===== src/codec_port_pkg.sv =====
// Shared constants for the codec serial port FIFO status block.
// Assumes a single system clock and an AHB-Lite register bus.
package codec_port_pkg;

  // Register byte offsets
  localparam logic [7:0] CTRL_OFFSET         = 8'h00;
  localparam logic [7:0] STATUS_OFFSET       = 8'h04;
  localparam logic [7:0] AUDIO_DATA_OFFSET   = 8'h08;
  localparam logic [7:0] TELECOM_DATA_OFFSET = 8'h0c;

  // Control register fields
  localparam int CTRL_ENABLE_BIT           = 0;
  localparam int CTRL_AUDIO_RX_MASK_BIT    = 1;
  localparam int CTRL_TELECOM_TX_MASK_BIT  = 2;
  localparam int CTRL_TELECOM_RX_MASK_BIT  = 3;
  localparam int CTRL_WIDTH                = 4;
  localparam logic [3:0] CTRL_RESET        = 4'h0;

  // Status register fields
  localparam int ST_AUDIO_RX_SERVICE   = 1;
  localparam int ST_TELECOM_TX_SERVICE = 2;
  localparam int ST_TELECOM_RX_SERVICE = 3;
  localparam int ST_AUDIO_UNDERRUN     = 4;
  localparam int ST_AUDIO_OVERRUN      = 5;
  localparam int ST_TELECOM_UNDERRUN   = 6;
  localparam int ST_TELECOM_OVERRUN    = 7;
  localparam int ST_AUDIO_TX_NOT_FULL  = 8;
  localparam int ST_AUDIO_RX_NOT_EMPTY = 9;
  localparam int ST_TELECOM_TX_NOT_FULL  = 10;
  localparam int ST_TELECOM_RX_NOT_EMPTY = 11;

  // FIFO shape and service thresholds
  localparam int FIFO_DEPTH       = 8;
  localparam int SAMPLE_WIDTH     = 16;
  localparam int RX_SERVICE_LEVEL = 4;
  localparam int TX_SERVICE_LEVEL = 4;

  // AHB-Lite encodings
  localparam logic [1:0] HTRANS_NONSEQ = 2'h2;
  localparam logic       HRESP_OKAY    = 1'h0;

endpackage


===== src/sample_fifo.sv =====
// Synchronous sample FIFO with occupancy count.
// Assumes push is never issued when full nor pop when empty.
`timescale 1ns/1ps
`default_nettype none
module sample_fifo #(
  parameter int WIDTH = 16,
  parameter int DEPTH = 8
) (
  input  wire logic                       sys_clk,   // System clock
  input  wire logic                       reset,     // Synchronous reset
  input  wire logic                       push,      // Write one entry
  input  wire logic [WIDTH-1:0]           push_data, // Entry to write
  input  wire logic                       pop,       // Remove head entry
  output logic      [WIDTH-1:0]           pop_data,  // Head entry
  output logic      [$clog2(DEPTH+1)-1:0] count,     // Valid entries
  output logic                            full,      // No free entry
  output logic                            empty      // No valid entry
);

  localparam int PW = $clog2(DEPTH);
  localparam int CW = $clog2(DEPTH+1);

  if (DEPTH < 2 || (1 << PW) != DEPTH) begin : g_depth_check
    $error("sample_fifo depth must be a power of two, at least 2");
  end

  logic [WIDTH-1:0] mem [DEPTH];
  logic [PW-1:0]    wr_ptr;
  logic [PW-1:0]    rd_ptr;

  assign pop_data = mem[rd_ptr];
  assign full     = (count == CW'(DEPTH));
  assign empty    = (count == '0);

  always_ff @(posedge sys_clk) begin
    if (push) begin
      mem[wr_ptr] <= push_data;
    end
  end

  always_ff @(posedge sys_clk) begin
    if (reset) begin
      wr_ptr <= '0;
      rd_ptr <= '0;
    end else begin
      if (push) begin
        wr_ptr <= wr_ptr + PW'(1);
      end
      if (pop) begin
        rd_ptr <= rd_ptr + PW'(1);
      end
    end
  end

  always_ff @(posedge sys_clk) begin
    if (reset) begin
      count <= '0;
    end else if (push && !pop) begin
      count <= count + CW'(1);
    end else if (pop && !push) begin
      count <= count - CW'(1);
    end
  end

endmodule
`default_nettype wire


===== src/codec_port_fifo_status_flags.sv =====
// Codec serial port FIFOs with service, error and polled flags,
// reached over AHB-Lite. The serial shifters sit outside on the
// same clock and exchange one sample per strobe.
`timescale 1ns/1ps
`default_nettype none
module codec_port_fifo_status_flags
  import codec_port_pkg::*;
#(
  parameter int DEPTH = codec_port_pkg::FIFO_DEPTH,
  parameter int WIDTH = codec_port_pkg::SAMPLE_WIDTH
) (
  input  wire logic             sys_clk,               // System clock
  input  wire logic             reset,                 // Sync reset, high
  input  wire logic             hsel,                  // Slave select
  input  wire logic [31:0]      haddr,                 // Byte address
  input  wire logic [1:0]       htrans,                // Transfer type
  input  wire logic             hwrite,                // Write when high
  input  wire logic [2:0]       hsize,                 // Word only
  input  wire logic [31:0]      hwdata,                // Write data
  input  wire logic             hready,                // Bus ready
  output logic      [31:0]      hrdata,                // Read data
  output logic                  hreadyout,             // Slave ready
  output logic                  hresp,                 // Always OKAY
  input  wire logic             audio_tx_fetch,        // Shifter takes sample
  output logic      [WIDTH-1:0] audio_tx_sample,       // Sample to send
  input  wire logic             telecom_tx_fetch,      // Shifter takes sample
  output logic      [WIDTH-1:0] telecom_tx_sample,     // Sample to send
  input  wire logic             audio_rx_strobe,       // Received sample
  input  wire logic [WIDTH-1:0] audio_rx_sample,       // Received data
  input  wire logic             telecom_rx_strobe,     // Received sample
  input  wire logic [WIDTH-1:0] telecom_rx_sample,     // Received data
  output logic                  audio_rx_dma_req,      // DMA service
  output logic                  telecom_tx_dma_req,    // DMA service
  output logic                  telecom_rx_dma_req,    // DMA service
  output logic                  irq_request            // Interrupt level
);

  localparam int CW = $clog2(DEPTH+1);

  if (DEPTH <= RX_SERVICE_LEVEL || DEPTH <= TX_SERVICE_LEVEL) begin : g_check
    $error("FIFO depth must exceed the service thresholds");
  end
  if (WIDTH > 32) begin : g_width_check
    $error("Sample width must fit a bus word");
  end

  ////////////////////////////////////////////////////////////////////
  // Helpers

  function automatic logic sticky_next(input logic cur,
                                       input logic set,
                                       input logic clr);
    // A set in the clearing cycle wins so no event is lost
    sticky_next = set | (cur & ~clr);
  endfunction

  function automatic logic rx_service(input logic [CW-1:0] cnt,
                                      input logic en);
    rx_service = en & (cnt >= CW'(RX_SERVICE_LEVEL));
  endfunction

  function automatic logic tx_service(input logic [CW-1:0] cnt,
                                      input logic en);
    tx_service = en & (cnt <= CW'(TX_SERVICE_LEVEL));
  endfunction

  ////////////////////////////////////////////////////////////////////
  // Declarations

  logic [CTRL_WIDTH-1:0] ctrl;
  logic                  port_enable;
  logic                  audio_rx_irq_mask;
  logic                  telecom_tx_irq_mask;
  logic                  telecom_rx_irq_mask;

  logic             bus_take;
  logic             bus_read;
  logic             wr_pending;
  logic [7:0]       wr_addr;
  logic             wr_ctrl;
  logic             wr_status;
  logic             wr_audio;
  logic             wr_telecom;

  logic             audio_rx_service_flag;
  logic             telecom_tx_service_flag;
  logic             telecom_rx_service_flag;
  logic             audio_underrun_bit;
  logic             audio_overrun_bit;
  logic             telecom_underrun_bit;
  logic             telecom_overrun_bit;
  logic             audio_tx_not_full_flag;
  logic             audio_rx_not_empty_flag;
  logic             telecom_tx_not_full_flag;
  logic             telecom_rx_not_empty_flag;

  logic             atx_push, atx_pop, atx_full, atx_empty;
  logic             arx_push, arx_pop, arx_full, arx_empty;
  logic             ttx_push, ttx_pop, ttx_full, ttx_empty;
  logic             trx_push, trx_pop, trx_full, trx_empty;
  logic [WIDTH-1:0] atx_head, arx_head, ttx_head, trx_head;
  logic [CW-1:0]    arx_count, ttx_count, trx_count;

  logic             audio_underrun_set;
  logic             audio_overrun_set;
  logic             telecom_underrun_set;
  logic             telecom_overrun_set;
  logic [31:0]      status_word;
  logic [31:0]      next_rdata;

  assign port_enable         = ctrl[CTRL_ENABLE_BIT];
  assign audio_rx_irq_mask   = ctrl[CTRL_AUDIO_RX_MASK_BIT];
  assign telecom_tx_irq_mask = ctrl[CTRL_TELECOM_TX_MASK_BIT];
  assign telecom_rx_irq_mask = ctrl[CTRL_TELECOM_RX_MASK_BIT];

  ////////////////////////////////////////////////////////////////////
  // AHB-Lite slave: zero wait states, always OKAY

  assign hreadyout = 1'h1;
  assign hresp     = HRESP_OKAY;
  assign bus_take  = hsel && hready && (htrans == HTRANS_NONSEQ);
  assign bus_read  = bus_take && !hwrite;

  always_ff @(posedge sys_clk) begin
    if (reset) begin
      wr_pending <= 1'h0;
      wr_addr    <= 8'h00;
    end else begin
      wr_pending <= bus_take && hwrite;
      wr_addr    <= haddr[7:0];
    end
  end

  assign wr_ctrl    = wr_pending && (wr_addr == CTRL_OFFSET);
  assign wr_status  = wr_pending && (wr_addr == STATUS_OFFSET);
  assign wr_audio   = wr_pending && (wr_addr == AUDIO_DATA_OFFSET);
  assign wr_telecom = wr_pending && (wr_addr == TELECOM_DATA_OFFSET);

  always_ff @(posedge sys_clk) begin
    if (reset) begin
      ctrl <= CTRL_RESET;
    end else if (wr_ctrl) begin
      ctrl <= hwdata[CTRL_WIDTH-1:0];
    end
  end

  always_comb begin
    status_word                          = 32'h0;
    status_word[ST_AUDIO_RX_SERVICE]     = audio_rx_service_flag;
    status_word[ST_TELECOM_TX_SERVICE]   = telecom_tx_service_flag;
    status_word[ST_TELECOM_RX_SERVICE]   = telecom_rx_service_flag;
    status_word[ST_AUDIO_UNDERRUN]       = audio_underrun_bit;
    status_word[ST_AUDIO_OVERRUN]        = audio_overrun_bit;
    status_word[ST_TELECOM_UNDERRUN]     = telecom_underrun_bit;
    status_word[ST_TELECOM_OVERRUN]      = telecom_overrun_bit;
    status_word[ST_AUDIO_TX_NOT_FULL]    = audio_tx_not_full_flag;
    status_word[ST_AUDIO_RX_NOT_EMPTY]   = audio_rx_not_empty_flag;
    status_word[ST_TELECOM_TX_NOT_FULL]  = telecom_tx_not_full_flag;
    status_word[ST_TELECOM_RX_NOT_EMPTY] = telecom_rx_not_empty_flag;
  end

  // Data registers pop the receive FIFO on read; an empty one reads zero
  always_comb begin
    next_rdata = 32'h0;
    case (haddr[7:0])
      CTRL_OFFSET:         next_rdata[CTRL_WIDTH-1:0] = ctrl;
      STATUS_OFFSET:       next_rdata = status_word;
      AUDIO_DATA_OFFSET:   next_rdata[WIDTH-1:0] = arx_empty ? '0 : arx_head;
      TELECOM_DATA_OFFSET: next_rdata[WIDTH-1:0] = trx_empty ? '0 : trx_head;
      default:             next_rdata = 32'h0;
    endcase
  end

  // Captured in the address phase so hrdata stands for the data phase
  always_ff @(posedge sys_clk) begin
    if (reset) begin
      hrdata <= 32'h0;
    end else if (bus_read) begin
      hrdata <= next_rdata;
    end
  end

  ////////////////////////////////////////////////////////////////////
  // FIFOs

  // Writes to a full transmit FIFO are dropped; software polls not-full
  assign atx_push = wr_audio && !atx_full;
  assign ttx_push = wr_telecom && !ttx_full;
  assign atx_pop  = port_enable && audio_tx_fetch && !atx_empty;
  assign ttx_pop  = port_enable && telecom_tx_fetch && !ttx_empty;

  assign arx_push = port_enable && audio_rx_strobe && !arx_full;
  assign trx_push = port_enable && telecom_rx_strobe && !trx_full;
  assign arx_pop  = bus_read && (haddr[7:0] == AUDIO_DATA_OFFSET) && !arx_empty;
  assign trx_pop  = bus_read && (haddr[7:0] == TELECOM_DATA_OFFSET) && !trx_empty;

  sample_fifo #(.WIDTH(WIDTH), .DEPTH(DEPTH)) u_audio_tx (
    .sys_clk   (sys_clk),
    .reset     (reset),
    .push      (atx_push),
    .push_data (hwdata[WIDTH-1:0]),
    .pop       (atx_pop),
    .pop_data  (atx_head),
    .count     (),
    .full      (atx_full),
    .empty     (atx_empty)
  );

  sample_fifo #(.WIDTH(WIDTH), .DEPTH(DEPTH)) u_audio_rx (
    .sys_clk   (sys_clk),
    .reset     (reset),
    .push      (arx_push),
    .push_data (audio_rx_sample),
    .pop       (arx_pop),
    .pop_data  (arx_head),
    .count     (arx_count),
    .full      (arx_full),
    .empty     (arx_empty)
  );

  sample_fifo #(.WIDTH(WIDTH), .DEPTH(DEPTH)) u_telecom_tx (
    .sys_clk   (sys_clk),
    .reset     (reset),
    .push      (ttx_push),
    .push_data (hwdata[WIDTH-1:0]),
    .pop       (ttx_pop),
    .pop_data  (ttx_head),
    .count     (ttx_count),
    .full      (ttx_full),
    .empty     (ttx_empty)
  );

  sample_fifo #(.WIDTH(WIDTH), .DEPTH(DEPTH)) u_telecom_rx (
    .sys_clk   (sys_clk),
    .reset     (reset),
    .push      (trx_push),
    .push_data (telecom_rx_sample),
    .pop       (trx_pop),
    .pop_data  (trx_head),
    .count     (trx_count),
    .full      (trx_full),
    .empty     (trx_empty)
  );

  ////////////////////////////////////////////////////////////////////
  // Transmit samples: an empty fetch keeps the last one on the line

  always_ff @(posedge sys_clk) begin
    if (reset) begin
      audio_tx_sample <= '0;
    end else if (atx_pop) begin
      audio_tx_sample <= atx_head;
    end
  end

  always_ff @(posedge sys_clk) begin
    if (reset) begin
      telecom_tx_sample <= '0;
    end else if (ttx_pop) begin
      telecom_tx_sample <= ttx_head;
    end
  end

  ////////////////////////////////////////////////////////////////////
  // Sticky error bits, cleared by writing one

  assign audio_underrun_set   = port_enable && audio_tx_fetch && atx_empty;
  assign telecom_underrun_set = port_enable && telecom_tx_fetch && ttx_empty;
  assign audio_overrun_set    = port_enable && audio_rx_strobe && arx_full;
  assign telecom_overrun_set  = port_enable && telecom_rx_strobe && trx_full;

  always_ff @(posedge sys_clk) begin
    if (reset) begin
      audio_underrun_bit   <= 1'h0;
      audio_overrun_bit    <= 1'h0;
      telecom_underrun_bit <= 1'h0;
      telecom_overrun_bit  <= 1'h0;
    end else begin
      audio_underrun_bit   <= sticky_next(audio_underrun_bit, audio_underrun_set,
                                          wr_status && hwdata[ST_AUDIO_UNDERRUN]);
      audio_overrun_bit    <= sticky_next(audio_overrun_bit, audio_overrun_set,
                                          wr_status && hwdata[ST_AUDIO_OVERRUN]);
      telecom_underrun_bit <= sticky_next(telecom_underrun_bit, telecom_underrun_set,
                                          wr_status && hwdata[ST_TELECOM_UNDERRUN]);
      telecom_overrun_bit  <= sticky_next(telecom_overrun_bit, telecom_overrun_set,
                                          wr_status && hwdata[ST_TELECOM_OVERRUN]);
    end
  end

  ////////////////////////////////////////////////////////////////////
  // Service and polled flags, refreshed every cycle from occupancy

  always_ff @(posedge sys_clk) begin
    if (reset) begin
      audio_rx_service_flag   <= 1'h0;
      telecom_tx_service_flag <= 1'h0;
      telecom_rx_service_flag <= 1'h0;
    end else begin
      audio_rx_service_flag   <= rx_service(arx_count, port_enable);
      telecom_tx_service_flag <= tx_service(ttx_count, port_enable);
      telecom_rx_service_flag <= rx_service(trx_count, port_enable);
    end
  end

  // Polled flags feed only the status word, never the interrupt
  always_ff @(posedge sys_clk) begin
    if (reset) begin
      audio_tx_not_full_flag    <= 1'h1;
      audio_rx_not_empty_flag   <= 1'h0;
      telecom_tx_not_full_flag  <= 1'h1;
      telecom_rx_not_empty_flag <= 1'h0;
    end else begin
      audio_tx_not_full_flag    <= !atx_full;
      audio_rx_not_empty_flag   <= !arx_empty;
      telecom_tx_not_full_flag  <= !ttx_full;
      telecom_rx_not_empty_flag <= !trx_empty;
    end
  end

  ////////////////////////////////////////////////////////////////////
  // Requests: DMA copies of flops, irq an OR of masked service flops and unmasked error flops, so they follow their bits exactly

  assign audio_rx_dma_req   = audio_rx_service_flag;
  assign telecom_tx_dma_req = telecom_tx_service_flag;
  assign telecom_rx_dma_req = telecom_rx_service_flag;

  assign irq_request = (audio_rx_service_flag && audio_rx_irq_mask)
                     | (telecom_tx_service_flag && telecom_tx_irq_mask)
                     | (telecom_rx_service_flag && telecom_rx_irq_mask)
                     | audio_underrun_bit | audio_overrun_bit
                     | telecom_underrun_bit | telecom_overrun_bit;

endmodule
`default_nettype wire


===== config.mk =====
export PLATFORM = sky130hd
export DESIGN_NAME = codec_port_fifo_status_flags
export DESIGN_NICKNAME = d
export VERILOG_FILES = /design/src/codec_port_pkg.sv /design/src/sample_fifo.sv /design/src/codec_port_fifo_status_flags.sv
export SDC_FILE = /design/constraint.sdc
export NUM_CORES = 1
export LEC_CHECK = 0
export ABC_CLOCK_PERIOD_IN_PS = 9270
export BUFFER_PORTS_ARGS = -buffer_cell sky130_fd_sc_hd__buf_2
export CAP_MARGIN = 0
export CORE_UTILIZATION = 25
export CTS_BUF_LIST = sky130_fd_sc_hd__clkbuf_16
export DETAILED_ROUTE_END_ITERATION = 8
export GPL_ROUTABILITY_DRIVEN = 0
export HOLD_SLACK_MARGIN = 0.06
export PLACE_DENSITY = 0.4
export SLEW_MARGIN = 20
export SYNTH_ARGS = -nofsm -noshare
export SYNTH_HDL_FRONTEND = slang
export SYNTH_HIERARCHICAL = 1
export SYNTH_SLANG_ARGS = --single-unit

===== constraint.sdc =====
create_clock -name sys_clk -period 9.27 [get_ports sys_clk]
set_input_delay 0 -clock sys_clk [delete_from_list [all_inputs] [get_ports sys_clk]]
set_output_delay 0 -clock sys_clk [all_outputs]
set_load 0.03 [all_outputs]

After elaboration in Yosys (flattened, before gate mapping):

Memories as Yosys holds them, arrays and structs flattened. A register that Yosys moved wholly into a read port is not among the register bits.
Cells that the tools add are included.

* register bits after elaboration: 80
* RAM bits: 512
* bits of input ports: 110
* logic and storage cells: 174
* memories kept: 4

Memories
* u_audio_rx.mem: words 8, bits a word 16, read ports 1, clocked after memory_dff 1, write ports 1, line sample_fifo.sv:27 `logic [WIDTH-1:0] mem [DEPTH];`
* u_audio_tx.mem: words 8, bits a word 16, read ports 1, clocked after memory_dff 1, write ports 1, line sample_fifo.sv:27
* u_telecom_rx.mem: words 8, bits a word 16, read ports 1, clocked after memory_dff 1, write ports 1, line sample_fifo.sv:27
* u_telecom_tx.mem: words 8, bits a word 16, read ports 1, clocked after memory_dff 1, write ports 1, line sample_fifo.sv:27

* $add $sub $neg: 16
* magnitude comparators: 3
* equality and inequality tests: 11
* muxes and demuxes: 24
* bitwise gates (word level): 21
* reductions and logical operators: 68

Operators with widths (number)
* $logic_and 1x1->1: 41
* $pmux 12 s3: 1
* $eq 8x4->1 const B: 4
* $mux 16: 2
* $mux 4: 8
* $add 3x1->3 const B: 8
* $logic_not 1->1: 17
* $add 4x1->4 const B: 4
* $eq 4x4->1 const B: 4
* $eq 8x3->1 const B: 2
* $logic_not 4->1: 4
* $logic_not 8->1: 2
* $pmux 4 s4: 1
* $sub 4x1->4 const B: 4
* $mux 3: 4
* $or 1x1->1: 10
* $ge 4x3->1 const B: 2
* $mux 1: 8
* $reduce_bool 2->1: 4
* $and 1x1->1: 7
* $le 4x3->1 const B: 1
* $not 1->1: 4
* $eq 2x2->1 const B: 1

Depth between registers and ports, before layout:

* depth in word-level cells: 8
* mapped depth: 14
* mapped depth without buffers: 11

Hierarchy:

Netlist, hierarchy kept.

Modules (own cells, without submodules)
* sample_fifo: times used 4, cells an instance 254, area an instance 5531.6 sq um
* codec_port_fifo_status_flags: times used 1, cells an instance 355, area an instance 3054.2 sq um

Least setup slack after synthesis:

Ideal clock, no wire load.

* path kind: reg2reg
* from: register wr_addr[4]
* to: memory u_telecom_tx.mem[4][0], enable pin
* setup time: 0.409 ns
* data arrival time: 2.754 ns
* path slack: 6.107 ns
* cell stages (with the launch flop): 6
* path buffers: 0
* cell sequence: dfxtp_1 -> nor4b_1 -> nand4b_1 -> nor3b_1 -> nand2_1 -> nor3_1

* longest elaborated chain between the ends: 5

Ends and longest elaborated chain
* start, declared: line codec_port_fifo_status_flags.sv:79 `logic [7:0] wr_addr;`
* start signal, assigned: line codec_port_fifo_status_flags.sv:130 `wr_addr <= haddr[7:0];`
* $eq 8x4->1: line codec_port_fifo_status_flags.sv:137 `assign wr_telecom = wr_pending && (wr_addr == TELECOM_DATA_OFFSET);`
* $logic_and 1x1->1: line codec_port_fifo_status_flags.sv:137
* $logic_and 1x1->1: line codec_port_fifo_status_flags.sv:188 `assign ttx_push = wr_telecom && !ttx_full;`
* via ttx_push: line codec_port_fifo_status_flags.sv:99 `logic ttx_push, ttx_pop, ttx_full, ttx_empty;`
* $mux 1: line sample_fifo.sv:36 `if (push) begin`
* $mux 1 (not written as such): line sample_fifo.sv:37 `mem[wr_ptr] <= push_data;`
* end, declared: line sample_fifo.sv:27

The timed path passes the listed nets, and every way through them passes these cells.

Final worst setup path:

* from: register wr_addr[4]
* to: memory u_telecom_tx.mem[1][14], enable pin

The elaborated chain is that of the path after synthesis.

==> out/metrics.yaml <==
sta:
  final.setup.tns_ns: 0
  timing.final.ws_setup_ns: 5.13
  finalCritPeriodShare_pct: 44.7
  fmaxAchievable_mhz: 241
  max-slew-margin-rel_pct: 26.7
  setup_violations: 0
  slew_viol_final: 0
  tightestPinTransition_ns: 1.10
  rsz0062_at_grt: "false"
  fin_crit_ns: 4.14
  final.setup_skew_ns: 0.0208
  finalHoldViolations: 0
grt:
  grt_use_total_pct: 11.7
  first_global_vias: 13300
  antenna_found_initial: 4
  grt_overflow_total: 0
  grt_max_degree: 77
  grt_pass1_wl_mm: 87.6
synthesis:
  ys_async_sr_fraction_pct: 0
  synth_edf_count: 512
  synth-seq-cells: 636
  synth_ff_type: "edfxtp_1"
  synth_top_area_share_pct: 61.1
  ys_seq_area_share_pct: 70.9
  ys_types: 49
  synth_warnings: 6
  synthCells: 1371
  synth_top_cell_by_area: "edfxtp_1"
  syn_area_per_cell_um2: 18.4
  syn_area_um2: 25200
  synth.area.top_cells: "edfxtp_1 (61%), mux4_1 (12%), dfxtp_1 (9.9%), mux2_2 (3.0%), nor2_1 (1.6%)"
floorplan:
  die_height_um: 319
  initial_core_util_pct: 25.2
  die-area_um2: 102000
  ios: 180
  die_x_um: 319
  num_rows: 116
  core-area_um2: 100000
clock_tree:
  cts_tree: "yes"
  cts_setup_buffers: 0
  cts_resized: 0
  clock_path_buffers: 3
  cts_buffers: 72
  insertion_delay_ns: 0.61
  cts_sinks: 636
  ctsRootBufferMaster: "clkbuf_16"
  htree_levels: 3
  clk_pin_slew_worst_paths_ns: 0.06
  cts_hold_buf: 77
routing:
  dr.pass1.iters: 5
  ant_nets: 0
  drtIter0Drc: 661
  routed_wl_mm: 59.7
  vias_per_cell: 4.33
  wire_per_inst_um: 20.1
  vias: 12800
  drcViolationCount: 0
critical_path:
  cp.arrival_ns: 4.43
  reg2regPathDepth: 6
  crit_path_end_kind: "flop"
  critPathMaxFanout: 9
  path_class: "reg2reg"
  required_ns: 9.56
  cp-start-kind: "flop"
power:
  p_total_uw: 6000
  p_per_area_nw_per_um2: 197
  ir_worst_vdd_mv: 0.147
  leakage_uw: 0.0101
place:
  port_buffers: 118
  dp_hpwl_mm: 34.6
  preCtsSetupSlack_ns: 5.21
outcome:
  outcome: "complete, no violations"
final_layout:
  mostFrequentLayoutCells: "edfxtp_1 (512), buf_2 (117), dfxtp_1 (116), mux4_1 (112), nor2_1 (105)"
  layout_commonest_cell: "edfxtp_1"
  drive_gt1_share_pct: 22.0
  area_growth_pct: 20.6
  final_nets: 1741
  num_antenna_cells: 0
min_path:
  min_path_cells: 5
  hold_path.class: "in2reg"
flow_run:
  maxCapViolCount: 0
-- Yosys cell counts, types with 2 or more instances --
library cell  instances
edfxtp_1            512
dfxtp_1             124
mux4_1              112
nor2_1              105
nand2_1              92
mux2_2               68
a21oi_1              47
clkbuf_1             23
buf_4                20
ha_1                 20
buf_6                18
mux2i_1              18
mux4_2               16
nand2b_1             15
buf_1                14
a22oi_1              12
nor2b_1              12
xnor2_1              12
xor2_1               12
nor3_1               11
a221o_1               9
and3b_1               9
nand3_1               9
inv_1                 8
o21ai_0               8
a22o_1                7
buf_2                 6
clkbuf_2              5
nor4_1                5
nor4b_1               5
a211oi_1              4
a31oi_1               4
fa_1                  4
or2_2                 4
nor3b_1               3
and2_1                2
clkinv_1              2
conb_1                2
nor4_4                2
-- cell type report --
type | instances | area [um^2]
Fill cell | 9833 | 69600
Sequential cell | 636 | 17900
Multi-Input combinational cell | 655 | 6850
Clock buffer | 75 | 1880
Timing Repair Buffer | 232 | 1650
Tap cell | 1298 | 1620
Clock inverter | 57 | 468
Inverter | 10 | 37.5
-- cells by family after synthesis --
family | Yosys count | synth area share, %
xor gates and xnor gates | 24 | 0.835
muxes | 214 | 16.9
buffers and inverters | 96 | 2.32
DFF | 636 | 70.9
adders and majority gates | 24 | 1.31
and+or+nand+nor | 280 | 5.29
AOI/OAI and AO/OA | 95 | 2.42
other | 2 | 0.0298
-- power by group --
part | leakage (uW) | internal (uW) | switching (uW)
clock network | 0.00123 | 1690 | 1130
registers | 0.00560 | 3080 | 1.61
logic | 0.00330 | 34.4 | 65.9
total | 0.0101 | 4800 | 1200
-- flip-flops by register name, summed over array words and instances (netlist names), 4 cells and up, named ones only --
| signal | count |
|---|---|
| u_audio_rx/mem | 128 |
| u_audio_tx/mem | 128 |
| u_telecom_rx/mem | 128 |
| u_telecom_tx/mem | 128 |
| audio_tx_sample | 16 |
| hrdata | 16 |
| telecom_tx_sample | 16 |
| wr_addr | 8 |
| ctrl | 4 |
| u_audio_rx/count | 4 |
| u_audio_tx/count | 4 |
| u_telecom_rx/count | 4 |
| u_telecom_tx/count | 4 |
-- layer usage --
layer  share of wire (%)  track usage, %  wire length [um]  vias up
li1                    -               -                 -     5896
met2                  47            19.0             28100      262
met3                 4.9            2.90              2920       90
met1                  46            15.4             27300     6566
met5               0.072               0                43        -
met4                 2.1            3.22              1250        8
-- worst paths after layout --
path | to | slack (ns) | start
max | u_telecom_tx/mem[1][14] | 5.13 | wr_addr[4]
min | hrdata[8] | 0.17 | hready
max reg2reg | u_telecom_tx/mem[1][14] | 5.13 | wr_addr[4]
min reg2reg | audio_tx_sample[8] | 0.45 | audio_tx_sample[8]
-- through the flow --
step                      hold WS (ns)  area, um^2  cells  util (%)
after floorplan                 0.0989       25200   1387         -
after global routing             0.183       30400   2963      30.4
after global placement           0.261       27200   2753      27.2
final                            0.175       30400   2963      30.4
after detailed placement         0.249       27200   2754      27.2
after CTS                        0.127       30400   2963      30.4
-- critical path, stage by stage (launching register included) --
cell      delay [ns]
dfxtp_1         0.30
nor4b_1         0.87
nand4b_1        0.39
nor3b_1         0.82
nand2b_1        0.26
nor2_1          0.83
buf_4           0.36
(Power assumes the default switching activity.)
